### src/verilog/fsp_ctrl_map.svh
/*
 Constants of the flash self-programming controller: address limits,
 interrupt flag widths, operation timing counts.
 Assumes inclusion by bare name from design files.
*/
`ifndef FSP_CTRL_MAP_SVH
`define FSP_CTRL_MAP_SVH
// ===========================================
// Address limits
`define FSP_ADDR_W 16
`define FSP_BOOT0_LO 16'h0000
`define FSP_BOOT0_HI 16'h0FFF
`define FSP_COMMON_HI 16'h7FFF
// ===========================================
// Interrupt flag groups: four bytes of flags
`define FSP_IRQ_W 32
// ===========================================
// Operation timing (model of the flash array busy time)
`define FSP_CLK_MHZ 50
`define FSP_ERASE_US 20
`define FSP_WRITE_US 2
`define FSP_ERASE_CYC (`FSP_ERASE_US * `FSP_CLK_MHZ)
`define FSP_WRITE_CYC (`FSP_WRITE_US * `FSP_CLK_MHZ)
`endif

### src/verilog/fsp_pkg.sv
/*
 Types of the flash self-programming controller.
 Assumes nothing of its surroundings.
*/
package fsp_pkg;
	// ===========================================
	// Sequencer states
	typedef enum logic [2:0] {
		FSP_IDLE = 3'b000,
		FSP_READY = 3'b001,
		FSP_BUSY = 3'b010,
		FSP_PAUSED = 3'b011
	} fsp_state_t;
	// ===========================================
	// Operation codes
	typedef enum logic [1:0] {
		FSP_OP_NONE = 2'b00,
		FSP_OP_ERASE = 2'b01,
		FSP_OP_WRITE = 2'b10
	} fsp_op_t;
endpackage

### src/verilog/fsp_ctrl.sv
/*
 Flash self-programming controller: mode entry, erase and write sequencing,
 interrupt stop and resume, boot cluster 0 protection.
 Assumes a CPU-side library driving the command ports on clk, and the
 interrupt flag and mask bytes coming from the interrupt controller on clk.
*/
`timescale 1ns/100ps
`include "fsp_ctrl_map.svh"
module fsp_ctrl #(
	parameter int ADDR_W = `FSP_ADDR_W,
	parameter int IRQ_W = `FSP_IRQ_W,
	parameter int ERASE_CYC = `FSP_ERASE_CYC,
	parameter int WRITE_CYC = `FSP_WRITE_CYC
) (
	input wire logic clk,
	input wire logic resetn,
	input wire logic flash_mode_select_pin,
	input wire logic cpu_on_subclock,
	input wire logic boot0_protect,
	input wire logic [IRQ_W-1:0] irq_request_flags,
	input wire logic [IRQ_W-1:0] irq_mask_flags,
	input wire logic mode_enter,
	input wire logic mode_exit,
	input wire logic op_start,
	input wire logic [1:0] op_code,
	input wire logic [ADDR_W-1:0] op_addr,
	input wire logic [7:0] op_wdata,
	output logic mode_active,
	output logic op_busy,
	output logic op_done,
	output logic op_refused,
	output logic irq_stopped,
	output logic flash_erase_en,
	output logic flash_write_en,
	output logic [ADDR_W-1:0] flash_addr,
	output logic [7:0] flash_wdata
);
	// ===========================================
	// Declarations
	fsp_pkg::fsp_state_t state_q;
	fsp_pkg::fsp_op_t op_q;
	logic [31:0] cnt_q;
	logic [31:0] op_len;
	logic mode_pin_s;
	logic irq_hit;
	logic boot0_hit;
	logic start_ok;
	logic start_acc;

	// ===========================================
	// Pin synchroniser for the mode select input
	fsp_sync #(
		.RESET_VAL(1'b0)
	) u_mode_sync (
		.clk(clk),
		.resetn(resetn),
		.din(flash_mode_select_pin),
		.dout(mode_pin_s)
	);

	// ===========================================
	// Stop conditions and start checks
	// Unmasked request stops regardless of the global mask state
	assign irq_hit = |(irq_request_flags & ~irq_mask_flags);
	assign boot0_hit = boot0_protect && (op_addr <= ADDR_W'(`FSP_BOOT0_HI));
	assign start_ok = op_start && !boot0_hit && !irq_hit &&
		((op_code == fsp_pkg::FSP_OP_ERASE) || (op_code == fsp_pkg::FSP_OP_WRITE));
	// Accepted only in READY when the mode is not being left in the same cycle
	assign start_acc = (state_q == fsp_pkg::FSP_READY) && start_ok && !mode_exit &&
		mode_pin_s && !cpu_on_subclock;
	assign op_len = (op_q == fsp_pkg::FSP_OP_ERASE) ? 32'(ERASE_CYC) : 32'(WRITE_CYC);

	// ===========================================
	// Mode and operation sequencer
	always_ff @(posedge clk) begin
		if (!resetn) begin
			state_q <= fsp_pkg::FSP_IDLE;
		end else begin
			case (state_q)
				fsp_pkg::FSP_IDLE: begin
					// Entry needs main clock and the select pin high
					if (mode_enter && !cpu_on_subclock && mode_pin_s) begin
						state_q <= fsp_pkg::FSP_READY;
					end
				end
				fsp_pkg::FSP_READY: begin
					if (mode_exit || !mode_pin_s || cpu_on_subclock) begin
						state_q <= fsp_pkg::FSP_IDLE;
					end else if (start_ok) begin
						state_q <= fsp_pkg::FSP_BUSY;
					end
				end
				fsp_pkg::FSP_BUSY: begin
					if (!mode_pin_s || cpu_on_subclock) begin
						state_q <= fsp_pkg::FSP_IDLE;
					end else if (irq_hit) begin
						state_q <= fsp_pkg::FSP_PAUSED;
					end else if (cnt_q + 32'h1 >= op_len) begin
						state_q <= fsp_pkg::FSP_READY;
					end
				end
				fsp_pkg::FSP_PAUSED: begin
					// Normal mode for servicing; re-entry resumes the held operation
					if (mode_enter && !cpu_on_subclock && mode_pin_s && !irq_hit) begin
						state_q <= fsp_pkg::FSP_BUSY;
					end
				end
				default: begin
					state_q <= fsp_pkg::FSP_IDLE;
				end
			endcase
		end
	end

	// ===========================================
	// Operation latch and busy counter
	always_ff @(posedge clk) begin
		if (!resetn) begin
			op_q <= fsp_pkg::FSP_OP_NONE;
			cnt_q <= 32'h0;
			flash_addr <= '0;
			flash_wdata <= 8'h00;
		end else if (start_acc) begin
			op_q <= fsp_pkg::fsp_op_t'(op_code);
			cnt_q <= 32'h0;
			flash_addr <= op_addr;
			flash_wdata <= op_wdata;
		end else if (state_q == fsp_pkg::FSP_BUSY && !irq_hit) begin
			cnt_q <= cnt_q + 32'h1; // Count holds while paused
		end
	end

	// ===========================================
	// Status outputs, all registered
	always_ff @(posedge clk) begin
		if (!resetn) begin
			mode_active <= 1'b0;
			op_busy <= 1'b0;
			op_done <= 1'b0;
			op_refused <= 1'b0;
			flash_erase_en <= 1'b0;
			flash_write_en <= 1'b0;
		end else begin
			mode_active <= (state_q == fsp_pkg::FSP_READY) || (state_q == fsp_pkg::FSP_BUSY);
			// Busy and enables drop at once when the pin falls or the subclock is selected
			op_busy <= (state_q == fsp_pkg::FSP_BUSY) && !irq_hit && mode_pin_s && !cpu_on_subclock;
			op_done <= (state_q == fsp_pkg::FSP_BUSY) && !irq_hit && mode_pin_s &&
				!cpu_on_subclock && (cnt_q + 32'h1 >= op_len);
			op_refused <= op_start && !start_acc;
			flash_erase_en <= (state_q == fsp_pkg::FSP_BUSY) && !irq_hit && mode_pin_s &&
				!cpu_on_subclock && (op_q == fsp_pkg::FSP_OP_ERASE);
			flash_write_en <= (state_q == fsp_pkg::FSP_BUSY) && !irq_hit && mode_pin_s &&
				!cpu_on_subclock && (op_q == fsp_pkg::FSP_OP_WRITE);
		end
	end

	// ===========================================
	// Sticky stop flag: set on interrupt stop, cleared on resume or reset
	always_ff @(posedge clk) begin
		if (!resetn) begin
			irq_stopped <= 1'b0;
		end else if (state_q == fsp_pkg::FSP_BUSY && irq_hit) begin
			irq_stopped <= 1'b1;
		end else if (state_q == fsp_pkg::FSP_PAUSED && mode_enter && !irq_hit &&
			mode_pin_s && !cpu_on_subclock) begin
			irq_stopped <= 1'b0;
		end
	end

	// ===========================================
	// Checks
	chk_sub_no_entry: assert property (@(posedge clk) disable iff (!resetn)
		(state_q == fsp_pkg::FSP_IDLE && cpu_on_subclock) |=> state_q == fsp_pkg::FSP_IDLE)
		else $error("mode entered on subclock");
	chk_irq_stops_op: assert property (@(posedge clk) disable iff (!resetn)
		(state_q == fsp_pkg::FSP_BUSY && irq_hit && mode_pin_s && !cpu_on_subclock)
		|=> state_q == fsp_pkg::FSP_PAUSED ##1 !op_busy)
		else $error("interrupt did not stop operation");
	chk_masked_no_stop: assert property (@(posedge clk) disable iff (!resetn)
		(state_q == fsp_pkg::FSP_BUSY && (irq_request_flags & ~irq_mask_flags) == '0 &&
		mode_pin_s && !cpu_on_subclock && cnt_q + 32'h1 < op_len)
		|=> state_q == fsp_pkg::FSP_BUSY)
		else $error("masked request stopped operation");
	chk_boot0_refuse: assert property (@(posedge clk) disable iff (!resetn)
		(op_start && boot0_hit) |=> op_refused && state_q != fsp_pkg::FSP_BUSY)
		else $error("boot cluster 0 access accepted");
	chk_stop_flag: assert property (@(posedge clk) disable iff (!resetn)
		(state_q == fsp_pkg::FSP_PAUSED) |-> irq_stopped)
		else $error("stop flag not shown while paused");
	chk_resume_keeps: assert property (@(posedge clk) disable iff (!resetn)
		(state_q == fsp_pkg::FSP_PAUSED) |=> $stable(cnt_q) && $stable(op_q))
		else $error("paused operation lost");
	chk_write_enable: assert property (@(posedge clk) disable iff (!resetn)
		flash_write_en |-> $past(mode_pin_s) && !$past(cpu_on_subclock, 1))
		else $error("write enabled outside mode");
	chk_pin_low_exit: assert property (@(posedge clk) disable iff (!resetn)
		(!mode_pin_s && state_q != fsp_pkg::FSP_PAUSED) |=> state_q == fsp_pkg::FSP_IDLE)
		else $error("mode kept with select pin low");
	// Abort through pin or subclock leaves no enable behind
	chk_abort_drops: assert property (@(posedge clk) disable iff (!resetn)
		(state_q == fsp_pkg::FSP_BUSY && (!mode_pin_s || cpu_on_subclock))
		|=> !flash_erase_en && !flash_write_en && !op_busy)
		else $error("enable kept after abort");
	chk_irq_no_start: assert property (@(posedge clk) disable iff (!resetn)
		(op_start && irq_hit) |=> op_refused)
		else $error("start accepted with request pending");
	chk_paused_quiet: assert property (@(posedge clk) disable iff (!resetn)
		(state_q == fsp_pkg::FSP_PAUSED) |-> !op_busy && !flash_erase_en && !flash_write_en)
		else $error("flash enabled while paused");
	cov_erase_done: cover property (@(posedge clk) disable iff (!resetn)
		op_done && op_q == fsp_pkg::FSP_OP_ERASE);
	cov_pause_resume: cover property (@(posedge clk) disable iff (!resetn)
		state_q == fsp_pkg::FSP_PAUSED ##1 state_q == fsp_pkg::FSP_BUSY);
	cov_refused: cover property (@(posedge clk) disable iff (!resetn) op_refused);
	cov_pin_abort: cover property (@(posedge clk) disable iff (!resetn)
		state_q == fsp_pkg::FSP_BUSY && !mode_pin_s);
endmodule

### src/verilog/fsp_sync.sv
/*
 Two flip-flop synchroniser for a pin level.
 Assumes one clock, synchronous active-low reset.
*/
`timescale 1ns/100ps
module fsp_sync #(
	parameter logic RESET_VAL = 1'b0
) (
	input wire logic clk,
	input wire logic resetn,
	input wire logic din,
	output logic dout
);
	logic meta_q;
	// ===========================================
	// Two stages; only the second stage is read
	always_ff @(posedge clk) begin
		if (!resetn) begin
			meta_q <= RESET_VAL;
			dout <= RESET_VAL;
		end else begin
			meta_q <= din;
			dout <= meta_q;
		end
	end
endmodule
### config.mk
export PLATFORM = sky130hd
export DESIGN_NAME = fsp_ctrl
export DESIGN_NICKNAME = d
export VERILOG_FILES = /design/src/verilog/fsp_pkg.sv /design/src/verilog/fsp_ctrl.sv /design/src/verilog/fsp_sync.sv
export VERILOG_INCLUDE_DIRS = /design/src /design/src/verilog
export SDC_FILE = /design/constraint.sdc
export NUM_CORES = 1
export LEC_CHECK = 0
export BUFFER_PORTS_ARGS = -buffer_cell sky130_fd_sc_hd__buf_2
export CORE_MARGIN = 4
export CORE_UTILIZATION = 50
export DETAILED_ROUTE_END_ITERATION = 8
export PLACE_DENSITY = 0.79
export SLEW_MARGIN = 10
export SYNTH_ARGS = -nofsm -noshare
export SYNTH_HDL_FRONTEND = slang
export SYNTH_SLANG_ARGS = --single-unit
### constraint.sdc
create_clock -name clk -period 6 [get_ports clk]
set_input_delay 1.5 -clock clk [delete_from_list [all_inputs] [get_ports clk]]
set_output_delay 1.5 -clock clk [all_outputs]
set_load 0.005 [all_outputs]
== Word-level counts from Yosys, hierarchy flattened ==
Cells that the tools add are included.

* Register bits: 70
* Bits of input ports: 98
* Output and inout port bits: 31
* Word-level logic and storage cells: 81

* $add $sub $neg: 1
* Magnitude comparators: 2
* Eq/ne operators: 11
* Muxes and demuxes: 11
* Bitwise logic cells: 3
* Reductions and logical operators: 39

{| class="wikitable"
|+ Operators with widths
! operator !! number
|-
| adder 32 x 1 -> 32 bit, second input constant || 1
|-
| bitwise AND 32 bit || 1
|-
| >= comparator 32 x 10 -> 1 bit || 1
|-
| NOT 32 bit || 1
|-
| OR reduction 32 bit || 1
|-
| logical AND 1 bit || 23
|-
| two-way mux 3 bit || 7
|-
| <= comparator 16 x 12 -> 1 bit, second input constant || 1
|-
| one-hot mux 3 bit (4 select lines) || 1
|-
| two-way mux 10 bit || 1
|-
| equality test 3 x 2 -> 1 bit, second input constant || 2
|-
| zero test 1 bit || 6
|-
| logical OR 1 bit || 5
|-
| equality test 2 x 1 -> 1 bit, second input constant || 2
|-
| equality test 2 bit, second input constant || 2
|-
| inequality test 2 bit, second input constant || 2
|-
| inequality test 4 bit, second input constant || 1
|-
| AND reduction 4 bit || 1
|-
| equality test 3 x 1 -> 1 bit, second input constant || 1
|-
| zero test 3 bit || 1
|-
| inequality test 3 x 2 -> 1 bit, second input constant || 1
|-
| two-way mux 1 bit || 2
|-
| nonzero test 2 bit || 1
|-
| OR reduction 2 bit || 1
|-
| NOT 1 bit || 1
|}

== Depth between registers and ports, before layout ==
Gate-level depths: netlist of the first run.

* Depth after elaboration: 12
* Gate-level depth with buffers: 12
* Gate-level depth less buffers: 12

== Modules after synthesis ==
Synthesis of the first run repeated with hierarchy kept, for this count alone.

* Cells, all modules: 454
* Area, all modules: 3819.9 µm²

{| class="wikitable"
|+ By module, submodules not included
! module !! instances !! cells each !! area each (µm²) !! seq. area each (µm²)
|-
| fsp_ctrl || 1 || 450 || 3767.4 || 1341.3
|-
| fsp_sync || 1 || 4 || 52.6 || 40.0
|}

== Worst setup path before layout of the first run ==
No wires, ideal clock.

* Kind: input -> register
* From: input port irq_request_flags[1]
* To: register state_q[1]
* Setup time: 0.119 ns
* Data arrival time: 3.258 ns
* Required time: 5.881 ns
* Setup slack: 2.624 ns
* Cell stages on the path: 7
* Buffers on the path: 0
* Cells stage by stage: nor2b_1 -> a2111oi_1 -> nand4_2 -> a2111o_1 -> nor4b_2 -> a31oi_1 -> o221a_1

* Word-level cells in the longest chain between the ends: 7
* Elaborated cells on any way between the ends: 13
* Those cells by class: 3 x eq/ne; 3 x mux; 1 x bitwise; 6 x reduce/logical

{| class="wikitable"
|+ RTL lines
! element !! RTL line !! text
|-
| start, declared || fsp_ctrl.sv:20 || <nowiki>input wire logic [IRQ_W-1:0] irq_request_flags,</nowiki>
|-
| bitwise AND 32 bit * || fsp_ctrl.sv:64 || <nowiki>assign irq_hit = |(irq_request_flags & ~irq_mask_flags);</nowiki>
|-
| OR reduction 32 bit * || fsp_ctrl.sv:64 ||
|-
| zero test 1 bit || fsp_ctrl.sv:66, fsp_ctrl.sv:104 ||
|-
| logical AND 1 bit (2 in a row) || fsp_ctrl.sv:66 || <nowiki>assign start_ok = op_start && !boot0_hit && !irq_hit &&</nowiki>
|-
| inequality test 3 x 2 -> 1 bit (no line) || n/a ||
|-
| AND reduction 4 bit (no line) || n/a ||
|-
| end signal, assigned || fsp_ctrl.sv:77 || <nowiki>state_q <= fsp_pkg::FSP_IDLE;</nowiki>
|-
| end signal, assigned || fsp_ctrl.sv:83 || <nowiki>state_q <= fsp_pkg::FSP_READY;</nowiki>
|-
| end signal, assigned || fsp_ctrl.sv:88 || <nowiki>state_q <= fsp_pkg::FSP_IDLE;</nowiki>
|-
| end, declared || fsp_ctrl.sv:40 || <nowiki>fsp_pkg::fsp_state_t state_q;</nowiki>
|}

Every way passes the cells marked *; elsewhere a longest branch is shown, timed or not.
A chain may end at the register's enable or synchronous reset.

== Final worst setup path of the first run ==
* From: input port irq_request_flags[2]
* To: register cnt_q[4]

* Word-level cells in the longest chain between the ends: 10
* Elaborated cells on any way between the ends: 11
* Those cells by class: 1 x bitwise; 10 x reduce/logical

{| class="wikitable"
|+ RTL lines
! element !! RTL line !! text
|-
| bitwise AND 32 bit * || fsp_ctrl.sv:64 ||
|-
| OR reduction 32 bit * || fsp_ctrl.sv:64 ||
|-
| zero test 1 bit * || fsp_ctrl.sv:66, fsp_ctrl.sv:128 ||
|-
| logical AND 1 bit (2 in a row) || fsp_ctrl.sv:66 ||
|-
| logical AND 1 bit (3 in a row) || fsp_ctrl.sv:69 || <nowiki>assign start_acc = (state_q == fsp_pkg::FSP_READY) && start_ok && !mode_exit &&</nowiki>
|-
| logical AND 1 bit || fsp_ctrl.sv:70 || <nowiki>mode_pin_s && !cpu_on_subclock;</nowiki>
|-
| OR reduction 2 bit (no line) || n/a ||
|-
| end signal, assigned || fsp_ctrl.sv:129 || <nowiki>cnt_q <= cnt_q + 32'h1;</nowiki>
|-
| end, declared || fsp_ctrl.sv:42 || <nowiki>logic [31:0] cnt_q;</nowiki>
|}

Marks and branches as above.

==> results of run 1 <==
## cell type report
cell class / instances / area (µm²) / area share
sequential: 69 / 1380 / 0.281
multi-input combinational: 344 / 2440 / 0.497
tap: 102 / 128 / 0.0259
inverter: 17 / 63.8 / 0.0130
clock buffer: 11 / 151 / 0.0308
timing repair buffer: 132 / 671 / 0.136
clock inverter: 5 / 82.6 / 0.0168
## worst paths after layout
check / startpoint / endpoint / slack, ns
worst max-delay path: irq_request_flags[2] / cnt_q[4] / 2.29
worst min-delay path: u_mode_sync.meta_q / u_mode_sync.dout / 0.44
worst max register to register: cnt_q[0] / state_q[1] / 2.98
worst min register to register: u_mode_sync.meta_q / u_mode_sync.dout / 0.44
## worst max-delay path, delay by kind of cell
kind            cells  cell delay (ns)
buf+inv             3             0.86
compound gates      1             0.55
simple gates        5             1.01
## layout by cell type, fill, tap and decap left out, drive strengths merged, types with 2 or more instances in the layout
| cell | n |
|---|---|
| mux2i | 30 |
| o211ai | 2 |
| buf | 132 |
| o21ai | 3 |
| a31oi | 8 |
| nand3 | 21 |
| nor2b | 51 |
| nand4 | 20 |
| o221a | 2 |
| inv | 17 |
| nand2 | 24 |
| nor3 | 14 |
| nand4b | 2 |
| a2111oi | 9 |
| nand2b | 5 |
| and3 | 6 |
| bufinv | 2 |
| clkinv | 3 |
| xor2 | 27 |
| a211o | 2 |
| xnor2 | 21 |
| nor2 | 44 |
| nor3b | 2 |
| clkbuf | 11 |
| a21oi | 3 |
| a211oi | 2 |
| nor4 | 11 |
| and2 | 10 |
| ha | 11 |
| dfxtp | 69 |
| a311oi | 2 |
## power breakdown
part	internal, mW	switching (mW)	leakage [nW]
Sequential	0.469	0.00832	0.557
Combinational	0.0635	0.0544	1.30
Clock	0.257	0.185	0.120
Total	0.790	0.248	1.98
## synthesized netlist by cell type (3+ instances only)
library cell   n
a2111oi_1      5
a2111oi_2      4
a21oi_1        3
a31oi_1        8
and2_1         9
and3_1         6
buf_2         18
buf_4          4
clkbuf_1       5
dfxtp_1       69
ha_1          11
inv_1         14
inv_2          3
mux2i_1       30
nand2_1       24
nand2b_1       5
nand3_1       19
nand4_1       17
nor2_1        42
nor2b_1       51
nor3_1        12
nor4_1         8
nor4_2         3
o21ai_0        3
xnor2_1       21
xor2_1        27
## sequential cells by signal (all words and copies together), names as in the netlist, 2 cells and up
| signal | cells |
|---|---|
| state_q | 2 |
| cnt_q | 32 |
| flash_addr | 16 |
| flash_wdata | 8 |
| op_q | 2 |
## cell families (layout without fill, tap and decap cells)
family	count (synthesis)	in the layout	synth area share
buf+inv	44	165	0.0505
compound gates	38	38	0.0801
fa+ha+maj	11	11	0.0343
simple gates	216	216	0.309
mux	31	31	0.0776
xor+xnor	48	48	0.105
flops	69	69	0.344
## layer usage
layer / wire length, µm / track usage / up-vias
met5: 0 / 0 / -
li1: - / - / 1814
met1: 4030 / 0.242 / 1674
met4: 239 / 0.100 / 0
met3: 723 / 0.0553 / 18
met2: 4630 / 0.338 / 128
==> flow_summary.toml, run 1 <==
[status]
status = "finished, final reports clean"

[placement]
io_buffer_count = 128
place_hpwl_mm = 7.14
place_inst = 664
placed_area_um2 = 4690
dpl_worst_slack_ns = 1.95
place_congestion = 0.877

[clock_tree]
htree_levels = 3
cts_buffers = 9
cts.clk_slew.worst_paths_ns = 0.08
cts_hold_buf = 0
cts_tree = "yes"
cts_setup_buffers = 0
cts-resized-gates = 0
cts.sink_count = 69
ctsRootBufferMaster = "clkbuf_8"
clk_latency_ns = 0.35
max-clock-path-buffers = 2

[worst_setup_path]
path_cells = "buf_2, nor2b_1, a2111oi_1, nand4_2, nor4_2, buf_4, nand2b_1, buf_4, nor2_1"
path_class = "in2reg"
critPathLaunchType = "primary input"
required_ns = 6.23
crit_top_cell = "buf_4"
worst_r2r_path_depth = 12
cp_slowest_stage_delay_ns = 0.55
crit_fanout = 33
cpMaxStageDelayCell = "a2111oi_1"
worstPathArrival_ns = 3.95
cp-end-kind = "register"

[layout]
layout-drive-gt1-share = 0.299
final_util = 0.634
post-route-cell-area_um2 = 4920
diodes = 0
area_growth_pct = 22.5
nNetsFinal = 682
final_cells = 680
fillers = 648

[synth]
synth_seq_area_share = 0.344
synth_ff_type = "dfxtp_1"
netlist_area_um2 = 4020
yosysWarnings = 0
synth_top_area_share = 0.344
syn_inst = 457
yosys-top-cells-area = "dfxtp_1, nor2b_1, mux2i_1"
synth-seq-cells = 69
ys_types = 52
synth_edf_count = 0
synth_area_per_cell_um2 = 8.79
yosysTopAreaCell = "dfxtp_1"
syn_nets = 566
async_flop_share = 0

[route]
wirelength_mm = 9.63
drc = 0
dr.pass1.iters = 4
drt_iter0_markers = 202
wl_per_cell_um = 14.2
antenna_left = 0
vias = 3634
viasPerCell = 5.34

[die]
ios = 129
die_w_um = 97.6
die_y_um = 97.6
placementRows = 32
start_util = 0.517
core_area_um2 = 7770
fp.dieArea_um2 = 9530

[sta]
report.final.hold_viol_count = 0
finalWorstPathRequiredPeriod_ns = 3.71
finalClockSkew_ns = 0.00684
fin_ws_ns = 2.29
fin_tns_setup_ns = 0
grt_setup_unrepaired = "no"
fmax_mhz = 269
setup_violations = 0
whs_ns = 0.444
period_share = 0.619
worst_pin_slew_ns = 0.558
maxSlewViolCount = 0
slew_headroom = 0.627

[global_route]
grt_pass1_vias = 3694
grt_pass1_wl_mm = 16.4
gr-total-overflow = 0
grt_usage = 0.204
antenna_found_initial = 0
grt_max_degree = 35

[power]
ir_drop_mv = 0.148
p_leak_nw = 1.98
total_power_mw = 1.04
powerDensity_nw_per_um2 = 211

[hold_path]
whs_path_depth = 1
holdCritPathClass = "reg2reg"

[flow_run]
cap_violations = 0
No activity file was read; power rests on OpenSTA's default activity.
==> run 2, diff against run 1 <==
--- a/config.mk
+++ b/config.mk
@@ -6,11 +6,12 @@
 export SDC_FILE = /design/constraint.sdc
 export NUM_CORES = 1
 export LEC_CHECK = 0
+export ABC_AREA = 1
 export BUFFER_PORTS_ARGS = -buffer_cell sky130_fd_sc_hd__buf_2
 export CORE_MARGIN = 4
 export CORE_UTILIZATION = 50
 export DETAILED_ROUTE_END_ITERATION = 8
-export PLACE_DENSITY = 0.79
+export PLACE_DENSITY = 0.78
 export SLEW_MARGIN = 10
 export SYNTH_ARGS = -nofsm -noshare
 export SYNTH_HDL_FRONTEND = slang
==> constraint.sdc (replaced) <==
create_clock -name clk -period 3.85 [get_ports clk]
set_input_delay 0.9625 -clock clk [delete_from_list [all_inputs] [get_ports clk]]
set_output_delay 0.9625 -clock clk [all_outputs]
set_load 0.005 [all_outputs]
==> run 2 against run 1 <==
Against the previous run: combinational power increased by 80%; sequential share of layout area fell by 0.91 points; area after synthesis increased by 2.1%; die area rose by 1.9%; first-iteration DRC count grew 3.5%; register-to-register slack worse by 1.9 ns; power up 70%; worst hold slack got worse by 0.0073 ns; critical path depth increased by 7; synthesized cell count up 43%; cell count rose by 30%; largest power group is now clock.
==> flow_summary.toml, run 2 <==
[placement]
io_buffer_count = 128
place_congestion = 0.938
place_hpwl_mm = 8.46
dpl_worst_slack_ns = 0.949

[layout]
nNetsFinal = 888
layout-drive-gt1-share = 0.219
area_growth_pct = 24.0
largest_reg_flops = 32
largest_registers = "cnt_q: 32 flops, flash_addr: 16 flops, flash_wdata: 8 flops"
layout_common_cells = "nand2_1, buf_2, inv_1, nor2_1, dfxtp_1"
diodes = 0
final_common_cell = "nand2_1"
regMostFlops = "cnt_q"

[worst_setup_path]
r2r_slack_ns = 1.11
crit_fanout = 7
cp-end-kind = "register"
critPathLaunchType = "register"
worstPathArrival_ns = 2.99
path_class = "reg2reg"
required_ns = 4.10

[route]
wirelength_mm = 11.0
wl_per_cell_um = 12.4
antenna_left = 0
viasPerCell = 4.97
drc = 0
dr.pass1.iters = 5
vias = 4399
drt_iter0_markers = 209

[global_route]
grtUsageMet3 = 0.0502
met1_usage = 0.277
gr-total-overflow = 0
grt_max_degree = 54
grt_usage = 0.228
grt.busiest_layer = "met2"
grt_pass1_vias = 4144
use_met2 = 0.393
antenna_found_initial = 0
grt_pass1_wl_mm = 18.3

[die]
core_area_um2 = 7850
ios = 129
die_w_um = 98.6
die_y_um = 98.6
fp.dieArea_um2 = 9720
placementRows = 32
start_util = 0.523

[synth]
synth.most_common_cell = "nand2_1"
synth_area_per_cell_um2 = 6.27
synth_edf_count = 0
synth-seq-cells = 69
syn_nets = 763
synth_seq_area_share = 0.337
netlist_area_um2 = 4100
async_flop_share = 0
synth_ff_type = "dfxtp_1"
yosysTopAreaCell = "dfxtp_1"
syn_inst = 654
synthTopCellsByCount = "nand2_1, inv_1, dfxtp_1, nor2_1, a21oi_1"
yosys-top-cells-area = "dfxtp_1, nand2_1, inv_1"
ys_types = 32
yosysWarnings = 0
synth_top_area_share = 0.337

[clock_tree]
clk_latency_ns = 0.35
cts.sink_count = 69
max-clock-path-buffers = 2
htree_levels = 3
cts.clk_slew.worst_paths_ns = 0.08
ctsRootBufferMaster = "clkbuf_8"
cts_buffers = 9
cts_hold_buf = 0
cts_tree = "yes"
cts-resized-gates = 0
cts_setup_buffers = 0

[sta]
grt_setup_unrepaired = "no"
setup_violations = 0
whs_ns = 0.437
period_share = 0.710
maxSlewViolCount = 0
finalWorstPathRequiredPeriod_ns = 2.74
worst_pin_slew_ns = 0.532
finalClockSkew_ns = 0.00818
fmax_mhz = 366
slew_headroom = 0.645
report.final.hold_viol_count = 0
fin_ws_ns = 1.11
fin_tns_setup_ns = 0

[hold_path]
holdCritPathClass = "reg2reg"

[power]
ir_drop_mv = 0.347
total_power_mw = 1.76
p_leak_nw = 2.41
powerDensity_nw_per_um2 = 347

[flow_run]
cap_violations = 0

[status]
status = "finished, final reports clean"
==> run 2: metrics by stage <==
step                utilization  instances  instance area [µm²]
global placement          0.614        870                 4820
CTS                       0.648        886                 5090
detailed placement        0.614        870                 4820
floorplan                     -        654                 4100
finish                    0.648        886                 5090
global route              0.648        886                 5090
==> run 2: per-layer routing <==
layer  up-vias  routed length [µm]
met5         -                   0
met2       124                5310
met4         0                 216
met1      1956                4800
li1       2303                   -
met3        16                 663
==> run 2: power by group <==
part           internal (mW)  switching (mW)
Clock                  0.500           0.303
Sequential             0.734          0.0134
Combinational          0.100           0.112
==> run 2: critical path, stage by stage (launching register included) <==
cell     delay (ns)
dfxtp_1        0.47
inv_1          0.13
nor2_4         0.17
nand2_4        0.11
nor2_2         0.22
xor2_1         0.23
ha_1           0.28
a21oi_1        0.13
nand3_1        0.10
nor2_1         0.16
nand3_1        0.11
nor2_2         0.15
nand4_1        0.13
nand2_2        0.11
nand2_1        0.06
nand2_1        0.05
nor2_1         0.04
==> run 2: final timing paths <==
kind                       from                to  cells after the start
max                    cnt_q[0]        state_q[1]                     16
min          u_mode_sync.meta_q  u_mode_sync.dout                      2
max reg2reg            cnt_q[0]        state_q[1]                     16
min reg2reg  u_mode_sync.meta_q  u_mode_sync.dout                      2
==> run 2: area by class of cell <==
cell class | instances | area, µm²
fillers | 728 | 2760
multi-input cells | 469 | 2270
flip-flops and latches | 69 | 1380
repair buffers | 131 | 663
inverters | 99 | 372
clock inverters | 7 | 146
well taps | 102 | 128
clock buffers | 9 | 124
==> run 2: cell families (layout without fill, tap and decap cells) <==
kind of cell	Yosys count	after routing	share of synthesized area
DFF	69	69	0.337
buffers and inverters	116	246	0.109
adders and majority gates	11	11	0.0336
AOI/OAI and AO/OA	108	108	0.138
xor gates and xnor gates	8	8	0.0171
and+or+nand+nor	342	342	0.365
==> run 3, diff against run 2 <==
--- a/config.mk
+++ b/config.mk
@@ -6,12 +6,12 @@
 export SDC_FILE = /design/constraint.sdc
 export NUM_CORES = 1
 export LEC_CHECK = 0
-export ABC_AREA = 1
+export ABC_AREA = 0
 export BUFFER_PORTS_ARGS = -buffer_cell sky130_fd_sc_hd__buf_2
 export CORE_MARGIN = 4
-export CORE_UTILIZATION = 50
+export CORE_UTILIZATION = 46
 export DETAILED_ROUTE_END_ITERATION = 8
-export PLACE_DENSITY = 0.78
+export PLACE_DENSITY = 0.76
 export SLEW_MARGIN = 10
 export SYNTH_ARGS = -nofsm -noshare
 export SYNTH_HDL_FRONTEND = slang
==> constraint.sdc (replaced) <==
create_clock -name clk -period 2.4 [get_ports clk]
set_input_delay 0.6 -clock clk [delete_from_list [all_inputs] [get_ports clk]]
set_output_delay 0.6 -clock clk [all_outputs]
set_load 0.005 [all_outputs]
==> run 3 against run 2 <==
Against the previous run: the flow now finishes with violations (setup timing); core utilization rose by 1.3 points; setup slack worse by 1.3 ns; critical path depth is 4 lower; clock skew grew 0.0077 ns; sequential power is 59% higher; sequential share of layout area fell by 1.9 points; first-iteration DRC count is 35% lower; sequential cell count unchanged; cell count decreased by 17%; die area increased by 5.9%; critical path type unchanged; critical endpoint unchanged; highest routed layer unchanged.
==> flow_summary.toml, run 3 (same netlist as run 1, synthesis figures left out) <==
[die]
fp.dieArea_um2 = 10300
start_util = 0.482
die_y_um = 101
die_w_um = 101
placementRows = 33
core_area_um2 = 8340
ios = 129

[power]
power_frac_seq = 0.468
netSwitchingFraction = 0.272
p_int_mw = 1.85
p_clk_frac = 0.402
ir_drop_mv = 0.366
p_leak_nw = 2.29
p_sw_uw = 694
powerDensity_nw_per_um2 = 463
combinationalPowerShare = 0.130

[placement]
place_hpwl_mm = 8.09
place_congestion = 0.916
io_buffer_count = 128
place_inst = 718
dpl_worst_slack_ns = -0.222

[route]
vias = 3857
wl_per_cell_um = 14.0
drc = 0
dr.pass1.iters = 4
antenna_left = 0
viasPerCell = 5.25
drt_iter0_markers = 135
wirelength_mm = 10.3

[sta]
finalClockSkew_ns = 0.0159
maxSlewViolCount = 0
period_share = 1.06
slew_headroom = 0.712
whs_ns = 0.456
fmax_mhz = 391
finalWorstPathRequiredPeriod_ns = 2.56
fin_tns_setup_ns = -0.409
grt_setup_unrepaired = "yes"
fin_ws_ns = -0.155
worst_pin_slew_ns = 0.427
setup_violations = 3
report.final.hold_viol_count = 0

[clock_tree]
max-clock-path-buffers = 2
cts.sink_count = 69
htree_levels = 3
cts_buffers = 9
clk_latency_ns = 0.36
cts_tree = "yes"
cts.clk_slew.worst_paths_ns = 0.10
ctsRootBufferMaster = "clkbuf_8"
cts_hold_buf = 0

[status]
status = "finished with violations"
violations = "setup timing"

[worst_setup_path]
critPathLaunchType = "register"
worstPathArrival_ns = 2.79
crit-reg2reg-launch = "cnt_q[1]"
required_ns = 2.64
critPathLaunch = "cnt_q[1]"
crit_fanout = 3
r2r_slack_ns = -0.16
cp-end-kind = "register"
path_class = "reg2reg"
worst_r2r_path_depth = 12
crit_path_end = "state_q[1]"
rr_endpoint = "state_q[1]"

[global_route]
grt_usage = 0.205
grt_pass1_wl_mm = 17.2
grt_pass1_vias = 3902
gr-total-overflow = 0
antenna_found_initial = 0
grt_max_degree = 34

[layout]
layout_common_cells = "buf_2, dfxtp_1, buf_4, nor2b_1, nor2_1"
layout-drive-gt1-share = 0.392
largest_reg_flops = 32
multi_input_area_um2 = 2610
regMostFlops = "cnt_q"
largest_registers = "cnt_q: 32 flops, flash_addr: 16 flops, flash_wdata: 8 flops"
nNetsFinal = 734
area_growth_pct = 37.2
final_common_cell = "buf_2"
final_util = 0.661
final_cells = 735
seqCellArea_um2 = 1390
fillers = 692
diodes = 0

[flow_run]
cap_violations = 0

[hold_path]
hold_start = "flash_mode_select_pin"
holdCritPathClass = "in2reg"
[run 3: metrics by stage]
| stage | power [mW] | cell area, µm² |
|---|---|---|
| 2_1_floorplan | 1.40 | 4150 |
| 3_3_place_gp | 1.53 | 5240 |
| 3_5_place_dp | 1.55 | 5240 |
| 4_1_cts | 2.57 | 5470 |
| 5_1_grt | 2.65 | 5510 |
| 6_report | 2.55 | 5510 |
[run 3: layer usage]
layer	GRT usage	part of all wire
met1	0.239	0.42
met2	0.371	0.51
met3	0.0503	0.065
met4	0.0552	0.011
met5	0	0
[run 3: worst min-delay path by stage]
stage	cells past startpoint	slack (ns)	endpoint
after floorplan	1	0.41	u_mode_sync.dout
after global placement	1	0.42	u_mode_sync.dout
after detailed placement	1	0.43	u_mode_sync.dout
after CTS	2	0.45	u_mode_sync.meta_q
after global routing	2	0.45	u_mode_sync.meta_q
final	2	0.46	u_mode_sync.meta_q
[run 3: area by class of cell]
type	instances	share of cell area
well taps	105	0.0238
multi-input cells	344	0.474
clock inverters	7	0.0161
flip-flops and latches	69	0.252
clock buffers	9	0.0225
inverters	17	0.0116
repair buffers	184	0.199
[run 3: power by group through the flow]
stage,clock [mW],combinational (mW),sequential [mW]
6_report,1.02,0.332,1.19
5_1_grt,1.09,0.366,1.20
4_1_cts,1.04,0.334,1.19
3_5_place_dp,0,0.333,1.22
3_3_place_gp,0,0.313,1.22
2_1_floorplan,0,0.187,1.22
[run 3: repair_timing]
| item | 4_1_cts | 5_1_grt |
|---|---|---|
| pin swaps | 9 | 7 |
| buffers inserted | 0 | 1 |
| endpoints found under the setup margin | 3 | 3 |
| gates resized for setup | 4 | 6 |
[run 3: critical path, cell delays in order (launching register included)]
cell	delay [ns]
dfxtp_4	0.38
ha_4	0.15
nand3_4	0.10
nor2_4	0.10
nand2_2	0.07
xnor2_2	0.13
ha_1	0.30
a21o_1	0.18
a21oi_2	0.16
nand4b_1	0.18
nor4b_2	0.28
a31oi_1	0.14
o221a_1	0.26
